File: config.mk
export PLATFORM = sky130hd
export DESIGN_NAME = aqe_counter
export DESIGN_NICKNAME = d
export VERILOG_FILES = /design/src/design/aqe_pkg.sv /design/src/design/aqe_spike_filter.sv /design/src/design/aqe_counter.sv
export VERILOG_INCLUDE_DIRS = /design/src /design/src/design
export SDC_FILE = /design/constraint.sdc
export NUM_CORES = 1
export LEC_CHECK = 0
export ABC_CLOCK_PERIOD_IN_PS = 5500
export BUFFER_PORTS_ARGS = -buffer_cell sky130_fd_sc_hd__buf_4
export CAP_MARGIN = 20
export CORE_UTILIZATION = 40
export CTS_CLUSTER_DIAMETER = 100
export DETAILED_ROUTE_END_ITERATION = 12
export REMOVE_ABC_BUFFERS = 1
export SLEW_MARGIN = 20
export SYNTH_ARGS = -nofsm -noshare
export SYNTH_HDL_FRONTEND = slang
export SYNTH_SLANG_ARGS = --single-unit
File: constraint.sdc
create_clock -name MCLK -period 5.5 [get_ports MCLK]
set_input_delay 1.1 -clock MCLK [delete_from_list [all_inputs] [get_ports MCLK]]
set_output_delay 1.1 -clock MCLK [all_outputs]
set_load 0.005 [all_outputs]
File: src/design/aqe_defines.svh
/*
   Constants for the quadrature encoder counter: filter length, fraction
   widths, decimal modulus and reset values.
   Assumes inclusion by bare name from the package and the design modules.
*/
`ifndef AQE_DEFINES_SVH
`define AQE_DEFINES_SVH

// Spike filter: an input level must persist this many clocks to pass
`define AQE_FILT_CYC      2'h3
`define AQE_FILT_LAST     2'h2
`define AQE_FILT_ZERO     2'h0

// Accumulator layout
`define AQE_INT_W         32
`define AQE_FRAC_W        16
`define AQE_CONST_W       32
`define AQE_CONST_INT_MSB 31
`define AQE_CONST_INT_LSB 16
`define AQE_CONST_FRAC_MSB 15

// Decimal fraction wraps at ten thousand
`define AQE_DEC_MOD       17'h0_2710

// Reset values
`define AQE_POS_ZERO      32'h0000_0000
`define AQE_FRAC_ZERO     16'h0000

`endif

File: src/design/aqe_pkg.sv
/*
   Types shared by the quadrature encoder counter modules.
   Assumes aqe_defines.svh is on the include path.
*/
`include "aqe_defines.svh"

package aqe_pkg;

   // One quadrature decode result per clock
   typedef enum logic [2:0]
   {
      AQE_STEP_NONE = 3'b001,
      AQE_STEP_UP   = 3'b010,
      AQE_STEP_DOWN = 3'b100
   } aqe_step_t;

   typedef logic [`AQE_INT_W-1:0]  aqe_pos_t;
   typedef logic [`AQE_FRAC_W-1:0] aqe_frac_t;

endpackage : aqe_pkg

File: src/design/aqe_spike_filter.sv
/*
   Two-stage synchroniser followed by a digital spike filter for one encoder
   input. The output follows the pin only after the synchronised level has
   differed from it for three consecutive clocks.
   Assumes a single clock MCLK domain and a synchronous active-high reset.
*/
`timescale 1ns/100ps
`default_nettype none
`include "aqe_defines.svh"

module aqe_spike_filter
   import aqe_pkg::*;
(
   // Clock and reset
   input  wire logic clk,
   input  wire logic rst,
   // Raw pin and filtered level
   input  wire logic pin,
   output var  logic filt
);

   logic       sync1;
   logic       sync2;
   logic [1:0] run_cnt;

   // Only sync2 reads sync1, metastability stays inside the pair
   always_ff @(posedge clk)
   begin
      if (rst)
      begin
         sync1 <= 1'b0;
         sync2 <= 1'b0;
      end
      else
      begin
         sync1 <= pin;
         sync2 <= sync1;
      end
   end

   always_ff @(posedge clk)
   begin
      if (rst)
      begin
         run_cnt <= `AQE_FILT_ZERO;
         filt    <= 1'b0;
      end
      else if (sync2 == filt)
      begin
         run_cnt <= `AQE_FILT_ZERO;
      end
      else if (run_cnt == `AQE_FILT_LAST)
      begin
         run_cnt <= `AQE_FILT_ZERO;
         filt    <= sync2;
      end
      else
      begin
         run_cnt <= run_cnt + 2'h1;
      end
   end

   property p_spike_reject;
      @(posedge clk) disable iff (rst)
      $changed(filt) |-> ($past(sync2, 1) == filt) && ($past(sync2, 2) == filt)
                         && ($past(sync2, 3) == filt);
   endproperty
   a_spike_reject: assert property (p_spike_reject)
      else $error("Filter output changed before three stable clocks");

endmodule : aqe_spike_filter

`default_nettype wire

File: src/design/aqe_counter.sv
/*
   Incremental ABN quadrature encoder counter: filtered A/B/N inputs, a
   signed 16.16 encoder constant in binary or decimal fraction mode, index
   driven clear and latch, a clear-on-read event flag and an interrupt.
   Assumes one 50 MHz clock MCLK, synchronous reset SRST, and that the
   configuration ports are driven from logic on MCLK.
*/
// Functional notes
// Accepted index event clears or snapshots the position, by configuration.
// Continuous index flag acts on every accepted index event.
// Single-shot flag acts on the next accepted index, then disarms itself.
// Index accepted only while A and B sit at the selected levels.
// Position cleared on index only with clear-enable and once or continuous set.
// Each A or B polarity change adds or subtracts the constant by direction.
// Constant is signed 16.16 fixed point, two's complement in binary mode.
// Decimal mode reads the constant's low half as 0 to 9999.
// Software encodes negative decimal constants as (2^16-(int+1)).(10000-dec).
// A negative constant reverses the counting direction.
// Current integer position is always readable on a counter output.
// A, B and index levels are selectable active high or active low.
// Event flag set whenever an index clear or latch takes place.
// Index event copies the position into a separate latch output.
// Latch holds zero after reset until the first index event.
// Index latch event asserts the interrupt output.
// Status read clears the flag; a coinciding event is lost.
// Encoder edges stay below two thirds of the clock rate.
// A, B and index filters reject pulses shorter than three clocks.
// Global configuration selects whether the shared pins serve the encoder.
// Counting works with the index input unused.
// Decimal fraction wraps at 10000, binary at 2^16, carrying into integer.
// Direction decoded from A/B phase; only the integer part is exposed.
`timescale 1ns/100ps
`default_nettype none
`include "aqe_defines.svh"
module aqe_counter
   import aqe_pkg::*;
(
   // Clock and reset
   input  wire logic                    MCLK,
   input  wire logic                    SRST,
   // Encoder pins
   input  wire logic                    ENC_A,
   input  wire logic                    ENC_B,
   input  wire logic                    ENC_N,
   // global_config: pins serve the encoder
   input  wire logic                    ENC_PIN_SEL,
   // encoder_mode_config
   input  wire logic                    POL_A,
   input  wire logic                    POL_B,
   input  wire logic                    POL_N,
   input  wire logic                    CLR_CONT,
   input  wire logic                    CLR_ONCE,
   input  wire logic                    CLR_ENC_X,
   input  wire logic                    DEC_MODE,
   input  wire logic [`AQE_CONST_W-1:0] ENC_CONST,
   // Status access
   input  wire logic                    STATUS_RD,
   // Results
   output var  logic [`AQE_INT_W-1:0]   X_ENC,
   output var  logic [`AQE_INT_W-1:0]   ENC_LATCH,
   output var  logic                    EVENT_FLAG,
   output var  logic                    IRQ
);

   logic      a_f;
   logic      b_f;
   logic      n_f;
   logic      a_prev;
   logic      b_prev;
   logic      n_act_prev;
   logic      n_act;
   logic      idx_ok;
   logic      idx_act;
   logic      armed;
   logic      once_prev;
   aqe_frac_t pos_frac;
   aqe_step_t step;
   aqe_pos_t  const_int;
   aqe_frac_t const_frac;
   aqe_pos_t  next_int;
   aqe_frac_t next_frac;
   logic [`AQE_INT_W+`AQE_FRAC_W-1:0] bin_sum;
   logic [`AQE_FRAC_W:0]              dec_tmp;
   logic                              dec_carry;

   // One filter per encoder input
   logic [2:0] pin_vec;
   logic [2:0] filt_vec;
   assign pin_vec = {ENC_N, ENC_B, ENC_A};

   genvar gi;
   generate
      for (gi = 0; gi < 3; gi = gi + 1)
      begin : g_filt
         aqe_spike_filter u_filt
         (
            .clk  (MCLK),
            .rst  (SRST),
            .pin  (pin_vec[gi]),
            .filt (filt_vec[gi])
         );
      end
   endgenerate

   assign a_f = filt_vec[0];
   assign b_f = filt_vec[1];
   assign n_f = filt_vec[2];
   // Index active level chosen by POL_N
   assign n_act = (n_f == POL_N);

   // Previous filtered levels for edge and phase decode
   always_ff @(posedge MCLK)
   begin
      if (SRST)
      begin
         a_prev     <= 1'b0;
         b_prev     <= 1'b0;
         n_act_prev <= 1'b1;
      end
      else
      begin
         a_prev     <= a_f;
         b_prev     <= b_f;
         n_act_prev <= n_act;
      end
   end

   // Pins shared with other functions are ignored unless selected
   always_comb
   begin
      step = AQE_STEP_NONE;
      if (ENC_PIN_SEL)
      begin
         if ((a_f != a_prev) && (b_f == b_prev))
         begin
            step = (a_f != b_f) ? AQE_STEP_UP : AQE_STEP_DOWN;
         end
         else if ((b_f != b_prev) && (a_f == a_prev))
         begin
            step = (a_f == b_f) ? AQE_STEP_UP : AQE_STEP_DOWN;
         end
      end
   end

   // Index accepted on its active edge while A and B are at the chosen levels
   assign idx_ok  = ENC_PIN_SEL && n_act && !n_act_prev
                    && (a_f == POL_A) && (b_f == POL_B);
   assign idx_act = idx_ok && (CLR_CONT || armed);

   // Single shot arms on a rising CLR_ONCE and disarms after one event taken with CLR_CONT low
   always_ff @(posedge MCLK)
   begin
      if (SRST)
      begin
         once_prev <= 1'b0;
         armed     <= 1'b0;
      end
      else
      begin
         once_prev <= CLR_ONCE;
         if (idx_act && !CLR_CONT)
         begin
            armed <= 1'b0;
         end
         else if (CLR_ONCE && !once_prev)
         begin
            armed <= 1'b1;
         end
      end
   end

   // Constant split into signed integer and fraction
   assign const_int  = {{`AQE_FRAC_W{ENC_CONST[`AQE_CONST_INT_MSB]}},
                        ENC_CONST[`AQE_CONST_INT_MSB:`AQE_CONST_INT_LSB]};
   assign const_frac = ENC_CONST[`AQE_CONST_FRAC_MSB:0];

   // Sign of the constant alone sets the direction, no extra inversion
   always_comb
   begin
      next_int  = X_ENC;
      next_frac = pos_frac;
      bin_sum   = {X_ENC, pos_frac};
      dec_tmp   = {1'b0, pos_frac};
      dec_carry = 1'b0;
      if (step == AQE_STEP_UP)
      begin
         if (!DEC_MODE)
         begin
            bin_sum   = {X_ENC, pos_frac} + {const_int, const_frac};
            next_int  = bin_sum[`AQE_INT_W+`AQE_FRAC_W-1:`AQE_FRAC_W];
            next_frac = bin_sum[`AQE_FRAC_W-1:0];
         end
         else
         begin
            dec_tmp = {1'b0, pos_frac} + {1'b0, const_frac};
            if (dec_tmp >= `AQE_DEC_MOD)
            begin
               dec_tmp   = dec_tmp - `AQE_DEC_MOD;
               dec_carry = 1'b1;
            end
            next_frac = dec_tmp[`AQE_FRAC_W-1:0];
            next_int  = X_ENC + const_int + {{(`AQE_INT_W-1){1'b0}}, dec_carry};
         end
      end
      else if (step == AQE_STEP_DOWN)
      begin
         if (!DEC_MODE)
         begin
            bin_sum   = {X_ENC, pos_frac} - {const_int, const_frac};
            next_int  = bin_sum[`AQE_INT_W+`AQE_FRAC_W-1:`AQE_FRAC_W];
            next_frac = bin_sum[`AQE_FRAC_W-1:0];
         end
         else
         begin
            dec_tmp = {1'b0, pos_frac} - {1'b0, const_frac};
            if (dec_tmp[`AQE_FRAC_W])
            begin
               dec_tmp   = dec_tmp + `AQE_DEC_MOD;
               dec_carry = 1'b1;
            end
            next_frac = dec_tmp[`AQE_FRAC_W-1:0];
            next_int  = X_ENC - const_int - {{(`AQE_INT_W-1){1'b0}}, dec_carry};
         end
      end
   end

   // Accumulator; an index clear overrides a step in the same clock
   always_ff @(posedge MCLK)
   begin
      if (SRST)
      begin
         X_ENC    <= `AQE_POS_ZERO;
         pos_frac <= `AQE_FRAC_ZERO;
      end
      else if (idx_act && CLR_ENC_X)
      begin
         X_ENC    <= `AQE_POS_ZERO;
         pos_frac <= `AQE_FRAC_ZERO;
      end
      else
      begin
         X_ENC    <= next_int;
         pos_frac <= next_frac;
      end
   end

   // Snapshot of the position as it stood before any clear
   always_ff @(posedge MCLK)
   begin
      if (SRST)
      begin
         ENC_LATCH <= `AQE_POS_ZERO;
      end
      else if (idx_act)
      begin
         ENC_LATCH <= X_ENC;
      end
   end

   // The read clear wins over a coinciding event, so polling can lose one
   always_ff @(posedge MCLK)
   begin
      if (SRST)
      begin
         EVENT_FLAG <= 1'b0;
         IRQ        <= 1'b0;
      end
      else if (STATUS_RD)
      begin
         EVENT_FLAG <= 1'b0;
         IRQ        <= 1'b0;
      end
      else if (idx_act)
      begin
         EVENT_FLAG <= 1'b1;
         IRQ        <= 1'b1;
      end
   end

   property p_latch_copy;
      @(posedge MCLK) disable iff (SRST)
      idx_act |=> (ENC_LATCH == $past(X_ENC));
   endproperty
   a_latch_copy: assert property (p_latch_copy)
      else $error("Latch did not capture the position on index");

   property p_index_clear;
      @(posedge MCLK) disable iff (SRST)
      (idx_act && CLR_ENC_X) |=> (X_ENC == `AQE_POS_ZERO) && (pos_frac == `AQE_FRAC_ZERO);
   endproperty
   a_index_clear: assert property (p_index_clear)
      else $error("Position not cleared on index");

   property p_idle_index;
      @(posedge MCLK) disable iff (SRST)
      (idx_ok && !CLR_CONT && !armed && step == AQE_STEP_NONE)
      |=> $stable(X_ENC) && $stable(ENC_LATCH) && $stable(pos_frac);
   endproperty
   a_idle_index: assert property (p_idle_index)
      else $error("Index acted while neither armed nor continuous");

   property p_once_disarm;
      @(posedge MCLK) disable iff (SRST)
      (idx_act && !CLR_CONT) |=> !armed;
   endproperty
   a_once_disarm: assert property (p_once_disarm)
      else $error("Single shot did not disarm");

   property p_cont_every;
      @(posedge MCLK) disable iff (SRST)
      (CLR_CONT && idx_ok) |=> (ENC_LATCH == $past(X_ENC));
   endproperty
   a_cont_every: assert property (p_cont_every)
      else $error("Continuous mode skipped an index");

   property p_qualifier;
      @(posedge MCLK) disable iff (SRST)
      idx_act |-> (a_f == POL_A) && (b_f == POL_B) && ENC_PIN_SEL;
   endproperty
   a_qualifier: assert property (p_qualifier)
      else $error("Index accepted outside the A/B window");

   property p_flag_irq;
      @(posedge MCLK) disable iff (SRST)
      (idx_act && !STATUS_RD) |=> EVENT_FLAG && IRQ;
   endproperty
   a_flag_irq: assert property (p_flag_irq)
      else $error("Index event did not raise flag and interrupt");

   property p_read_clear;
      @(posedge MCLK) disable iff (SRST)
      STATUS_RD |=> !EVENT_FLAG && !IRQ;
   endproperty
   a_read_clear: assert property (p_read_clear)
      else $error("Status read did not clear the flag");

   property p_bin_up;
      @(posedge MCLK) disable iff (SRST)
      (step == AQE_STEP_UP && !DEC_MODE && !idx_act)
      |=> ({X_ENC, pos_frac} == $past({X_ENC, pos_frac}) + $past({const_int, const_frac}));
   endproperty
   a_bin_up: assert property (p_bin_up)
      else $error("Binary step did not add the constant");

   property p_dec_range;
      @(posedge MCLK) disable iff (SRST)
      (DEC_MODE && {1'b0, pos_frac} < `AQE_DEC_MOD && {1'b0, const_frac} < `AQE_DEC_MOD)
      |=> ({1'b0, pos_frac} < `AQE_DEC_MOD);
   endproperty
   a_dec_range: assert property (p_dec_range)
      else $error("Decimal fraction left its range");

   property p_pins_off;
      @(posedge MCLK) disable iff (SRST)
      !ENC_PIN_SEL |=> $stable(X_ENC) && $stable(ENC_LATCH);
   endproperty
   a_pins_off: assert property (p_pins_off)
      else $error("Counter moved while pins are deselected");

   c_step_up:    cover property (@(posedge MCLK) disable iff (SRST) step == AQE_STEP_UP);
   c_step_down:  cover property (@(posedge MCLK) disable iff (SRST) step == AQE_STEP_DOWN);
   c_idx_clear:  cover property (@(posedge MCLK) disable iff (SRST) idx_act && CLR_ENC_X);
   c_once_done:  cover property (@(posedge MCLK) disable iff (SRST)
                                 idx_act && !CLR_CONT ##1 !armed);

endmodule : aqe_counter

`default_nettype wire

Word level (Yosys, flattened, before mapping)
Cells that the tools add are included.
Operators by class
  magnitude comparators: 1
  eq/ne operators: 17
  multiplexer cells: 22
  bitwise gates (word level): 3
  add/subtract/negate cells: 13
  reduce and logical (&&, ||, !) cells: 24
Operators with widths (count)
  32-bit two-way mux: 4
  16-bit two-way mux: 6
  48-bit adder: 1
  48-bit subtractor: 1
  32-bit by 1-bit adder with 32-bit output: 1
  32-bit adder: 1
  32-bit by 1-bit subtractor with 32-bit output: 1
  32-bit subtractor: 1
  16-bit by 16-bit adder with 17-bit output: 1
  17-bit by 14-bit >= comparator with 1-bit output, second input constant: 1
  16-bit by 16-bit subtractor with 17-bit output: 1
  16-bit by 14-bit adder with 16-bit output, second input constant: 1
  16-bit by 14-bit subtractor with 16-bit output, second input constant: 1
  3-bit two-way mux: 5
  1-bit logical AND: 10
  1-bit == test: 9
  3-bit OR reduction: 3
  1-bit two-way mux: 7
  2-bit by 1-bit adder with 2-bit output, second input constant: 3
  2-bit == test, second input constant: 3
  2-bit AND reduction: 3
  2-bit OR reduction: 3
  3-bit by 2-bit == test with 1-bit output, second input constant: 1
  3-bit == test, second input constant: 1
  5 further kinds: 11
Storage, ports and cells
  register bits: 101
  output and inout port bits: 66
  word-level logic and storage cells: 101
  input bits: 46

Logic depth before layout (Yosys ltp)
  word-level depth: 12
  mapped depth: 23
  gate-level depth less buffers: 23

By module
A second synthesis with hierarchy kept.
Unflattened totals
  cells, all modules: 1812
  area total of the unflattened synthesis: 12832.3 um^2
By module, submodules not included
  aqe_counter: times used 1, area an instance 12340.6 um^2, cells an instance 1770, sequential area each 1721.7 um^2
  aqe_spike_filter: times used 3, area an instance 163.9 um^2, cells an instance 14, sequential area each 100.1 um^2

Least setup slack after synthesis
OpenSTA, ideal clock, no wires.
  kind: input to register
  start: input port ENC_CONST[2]
  end: register X_ENC[28]
  slack: -0.233 ns
  data required time: 5.440 ns
  buffers on the path: 1
  stages on the path: 21
  setup time: 0.060 ns
  arrival time: 5.673 ns
  cell sequence: inv_1 ha_1 buf_6 nor2b_1 a2111o_1 a21oi_1 mux2i_1 nand4_1 a2111oi_4 nand2_1 fa_1 nor2b_1 nor4_1 or3b_2 a2bb2oi_1 o211ai_1 o21ai_1 o21ai_0 a221oi_1 mux2i_1 o2111a_1
On the way
  word-level cells in the longest chain between the ends: 9
  elaborated cells between the ends (all ways): 18
  those cells by class: add/sub: 6; order compare: 1; mux: 11
Ends and longest elaborated chain
  start: declaration: RTL line aqe_counter.sv:55  | input wire logic [`AQE_CONST_W-1:0] ENC_CONST,
  parallel branches: the longest is 8 deep, another holds 32-bit by 1-bit adder with 32-bit output
  32-bit two-way mux (*): RTL line aqe_counter.sv:185  | if (step == AQE_STEP_UP)
  end signal: assignment: RTL line aqe_counter.sv:232  | X_ENC <= `AQE_POS_ZERO;
  end signal: assignment: RTL line aqe_counter.sv:237  | X_ENC <= `AQE_POS_ZERO;
  end signal: assignment: RTL line aqe_counter.sv:242  | X_ENC <= next_int;
  end: declaration: RTL line aqe_counter.sv:59  | output var logic [`AQE_INT_W-1:0] X_ENC,
Mark *: on every way between the ends. The select of a mux whose other input is x is not followed.
A chain may end at the register's enable or synchronous reset.

Worst setup path after layout
  start: input port ENC_CONST[2]
  end: register X_ENC[4]
The elaborated chain is that of the path after synthesis.

==> metrics.yaml <==
status:
  status: "complete, no violations"
global_routing:
  grt_max_degree: 53
  grt_pass1_wl_mm: 72.4
  antenna_found_initial: 0
  grt_pass1_vias: 13300
  grt-ovfl-total: 0
  grt.total_usage_pct: 28.9
synthesis:
  syn_area_per_cell_um2: 7.15
  synth_top_cell_by_area: "dfxtp_1"
  ys_dominant_reg_cell: "dfxtp_1"
  synth.distinct_cells: 88
  synthCells: 1750
  ys_seq_area_share_pct: 16.2
  netlist_top_cells_area: "dfxtp_1 16%, ha_1 16%, a21oi_1 8.2%"
  synth_top_area_share_pct: 16.2
  ys_ff_latch: 101
  netlist_area_um2: 12500
  ys_warn_count: 0
  async_flop_share_pct: 0
  synth-edff-count: 0
critical_path:
  r2r-end: "X_ENC[4]"
  reg2reg_from: "pos_frac[2]"
  cp.required_ps: 5750
  path_depth: 28
  cpLargestDelayFamily: "compound AO/OA/AOI/OAI gates"
  cp_common_cell: "buf_4"
  r2r_slack_ps: 520
  worstPathMaxFanout: 4
  startpoint_type: "input port"
  slowest_stage: "a2111o_1"
  r2r_cells: 27
  crit_start: "ENC_CONST[2]"
  arrival_ps: 5600
  critPathCaptureType: "flop"
  setup.worst_path.end: "X_ENC[4]"
  critical-path-max-stage-delay_ps: 490
  path_class: "input port to flop"
  crit_buf_inv: 12
timing:
  period_minus_slack_ps: 5340
  worst_slew_pin_slew_ps: 971
  slew_headroom_pct: 35.0
  maxSlewViolCount: 0
  tns_ps: 0
  hold_viol: 0
  max_freq_mhz: 187
  fin_ws_ps: 156
  setup_viol: 0
  clock_skew_ps: 13.2
  rsz0062_at_grt: "yes"
  timing.final.crit_share_pct: 97.2
  fin_hold_ws_ps: 413
finish:
  antenna_cells: 0
  final_cells: 2410
  drive_gt1_share_pct: 21.9
  fin_nets: 2221
  final_common_cell: "buf_4"
  mostFrequentLayoutCells: "323 x buf_4, 198 x a21oi_1, 163 x nand2_1, 158 x inv_1, 155 x ha_1"
  syn_to_final_growth_pct: 27.7
clocking:
  clock_path_buffers: 2
  cts-hold-fix-buffers: 0
  cts_tree: "done"
  cts_htree_levels: 3
  clock_sink_count: 101
  ctsRootBufferMaster: "clkbuf_16"
  numCtsBuffers: 9
  clkSlewWorstSetupHoldPaths_ps: 80
  clk_latency_ps: 380
hold_path:
  hold_path_class: "flop to flop"
route:
  vias: 14200
  drt_first_pass_iters: 8
  drt_first_iter_violations: 1226
  post_drt_wl_per_cell_um: 19.5
  vias_per_cell: 5.90
  drtAntennaViolNets: 0
  drc: 0
  routed_wl_mm: 47.0
placement:
  dp_hpwl_mm: 35.7
  post-place-ws_ps: -843
  place_congestion: 0.987
  dp.cells: 2369
  io_buffers: 111
pwr:
  p_total_mw: 2.13
  pwr_density_cell_nw_per_um2: 133
  p_leak_nw: 7.03
  vdd_drop_max_mv: 0.133
die:
  fp.dieArea_um2: 32000
  start_util_pct: 40.8
  ios: 112
  core_um2: 30700
  num_rows: 64
  die_w_um: 179
  die_h_um: 179
job:
  drv_cap: 0
[cells by family (layout without fill, tap and decap cells)]
family,count (synthesis),after routing,synth area share [%]
buffers and inverters,252,516,7.69
multiplexers,18,18,1.46
AND/OR/NAND/NOR,510,510,19.2
AO/OA/AOI/OAI,609,609,32.0
flip-flops,101,101,16.2
XOR/XNOR,94,94,6.58
adder cells (fa/ha/maj),166,166,16.9
[layout make-up]
type / count / area [µm²]
fill: 3055 / 14700
multi-input combinational: 1397 / 9980
timing repair buffer: 329 / 2500
sequential: 101 / 2020
inverter: 171 / 647
tap: 396 / 495
clock buffer: 9 / 225
clock inverter: 7 / 105
[sequential cells by signal, indices dropped and copies added, names as in the netlist]
register and cells:
ENC_LATCH 32, X_ENC 32, pos_frac 16, g_filt.u_filt.run_cnt 6, g_filt.u_filt.filt 3, g_filt.u_filt.sync1 3, g_filt.u_filt.sync2 3, IRQ 1
a_prev 1, armed 1, b_prev 1, n_act_prev 1, once_prev 1
[stage by stage]
stage	utilization (%)	cell area, µm²
floorplan	-	12200
global placement	49.0	15000
detailed placement	49.0	15000
CTS	50.9	15600
global route	52.1	16000
finish	52.1	16000
[worst register-to-register path: stages, from the launching register on]
cell and delay (ps):
dfxtp_1 410, ha_1 220, buf_4 150, nor2_1 60
a2111o_1 510, buf_4 200, a311oi_4 280, nor3_1 140
nor4_4 300, o211ai_2 150, nand2_2 100, fa_2 190
nor2b_4 180, nor4_4 60, buf_4 140, buf_4 120
buf_4 130, buf_4 130, buf_4 120, buf_4 120
buf_4 120, buf_4 120, buf_4 130, nor2_4 100
a21oi_2 70, a221o_1 340, a21oi_2 210, a211oi_2 70
[where the power goes]
| group | switching [mW] | leakage (nW) | internal, mW | total (mW) |
|---|---|---|---|---|
| Clock | 0.352 | 0.159 | 0.408 | 0.759 |
| Combinational | 0.366 | 6.05 | 0.264 | 0.631 |
| Sequential | 0.00181 | 0.815 | 0.735 | 0.736 |
| Total | 0.720 | 7.03 | 1.41 | 2.13 |
[how the worst min path moves through the flow]
stage,cells after the start,from,slack (ps),endpoint
finish,1,g_filt[2].u_filt.run_cnt[0],410,g_filt[2].u_filt.run_cnt[0]
global route,1,g_filt[0].u_filt.run_cnt[0],420,g_filt[0].u_filt.run_cnt[0]
CTS,1,g_filt[1].u_filt.run_cnt[0],420,g_filt[1].u_filt.run_cnt[0]
detailed placement,1,g_filt[0].u_filt.run_cnt[0],400,g_filt[0].u_filt.run_cnt[0]
global placement,1,g_filt[0].u_filt.run_cnt[0],400,g_filt[0].u_filt.run_cnt[0]
floorplan,1,g_filt[0].u_filt.run_cnt[0],390,g_filt[0].u_filt.run_cnt[0]
[routing by layer]
metal	vias up	routed length (µm)	GRT usage, %
met5	-	0	0
li1	6797	-	-
met3	85	3100	4.20
met1	6759	21000	38.5
met2	574	21700	47.8
met4	0	1190	8.62
[synth_stat cells, drive strengths merged (6+ instances only)]
| cell type | number |
|---|---|
| a2111oi | 6 |
| a211oi | 31 |
| a21boi | 6 |
| a21o | 20 |
| a21oi | 207 |
| a221o | 8 |
| a221oi | 10 |
| a311oi | 7 |
| a31oi | 17 |
| and2 | 7 |
| and3 | 9 |
| buf | 12 |
| clkbuf | 69 |
| clkinv | 9 |
| dfxtp | 101 |
| ha | 161 |
| inv | 162 |
| mux2i | 16 |
| nand2 | 164 |
| nand2b | 13 |
| nand3 | 26 |
| nand4 | 19 |
| nor2 | 140 |
| nor2b | 22 |
| nor3 | 47 |
| nor3b | 6 |
| nor4 | 18 |
| o211ai | 25 |
| o21a | 18 |
| o21ai | 107 |
| o21bai | 39 |
| o221ai | 23 |
| o22ai | 8 |
| o31ai | 17 |
| or2 | 10 |
| or3 | 14 |
| xnor2 | 70 |
| xor2 | 24 |
[timing repair]
action,in CTS,in global routing
resized for setup,33,59
buffers inserted,16,10
cloned,0,0
pin swaps,27,25
endpoints found under the setup margin,17,22
Power figures use the tool's default switching activity.
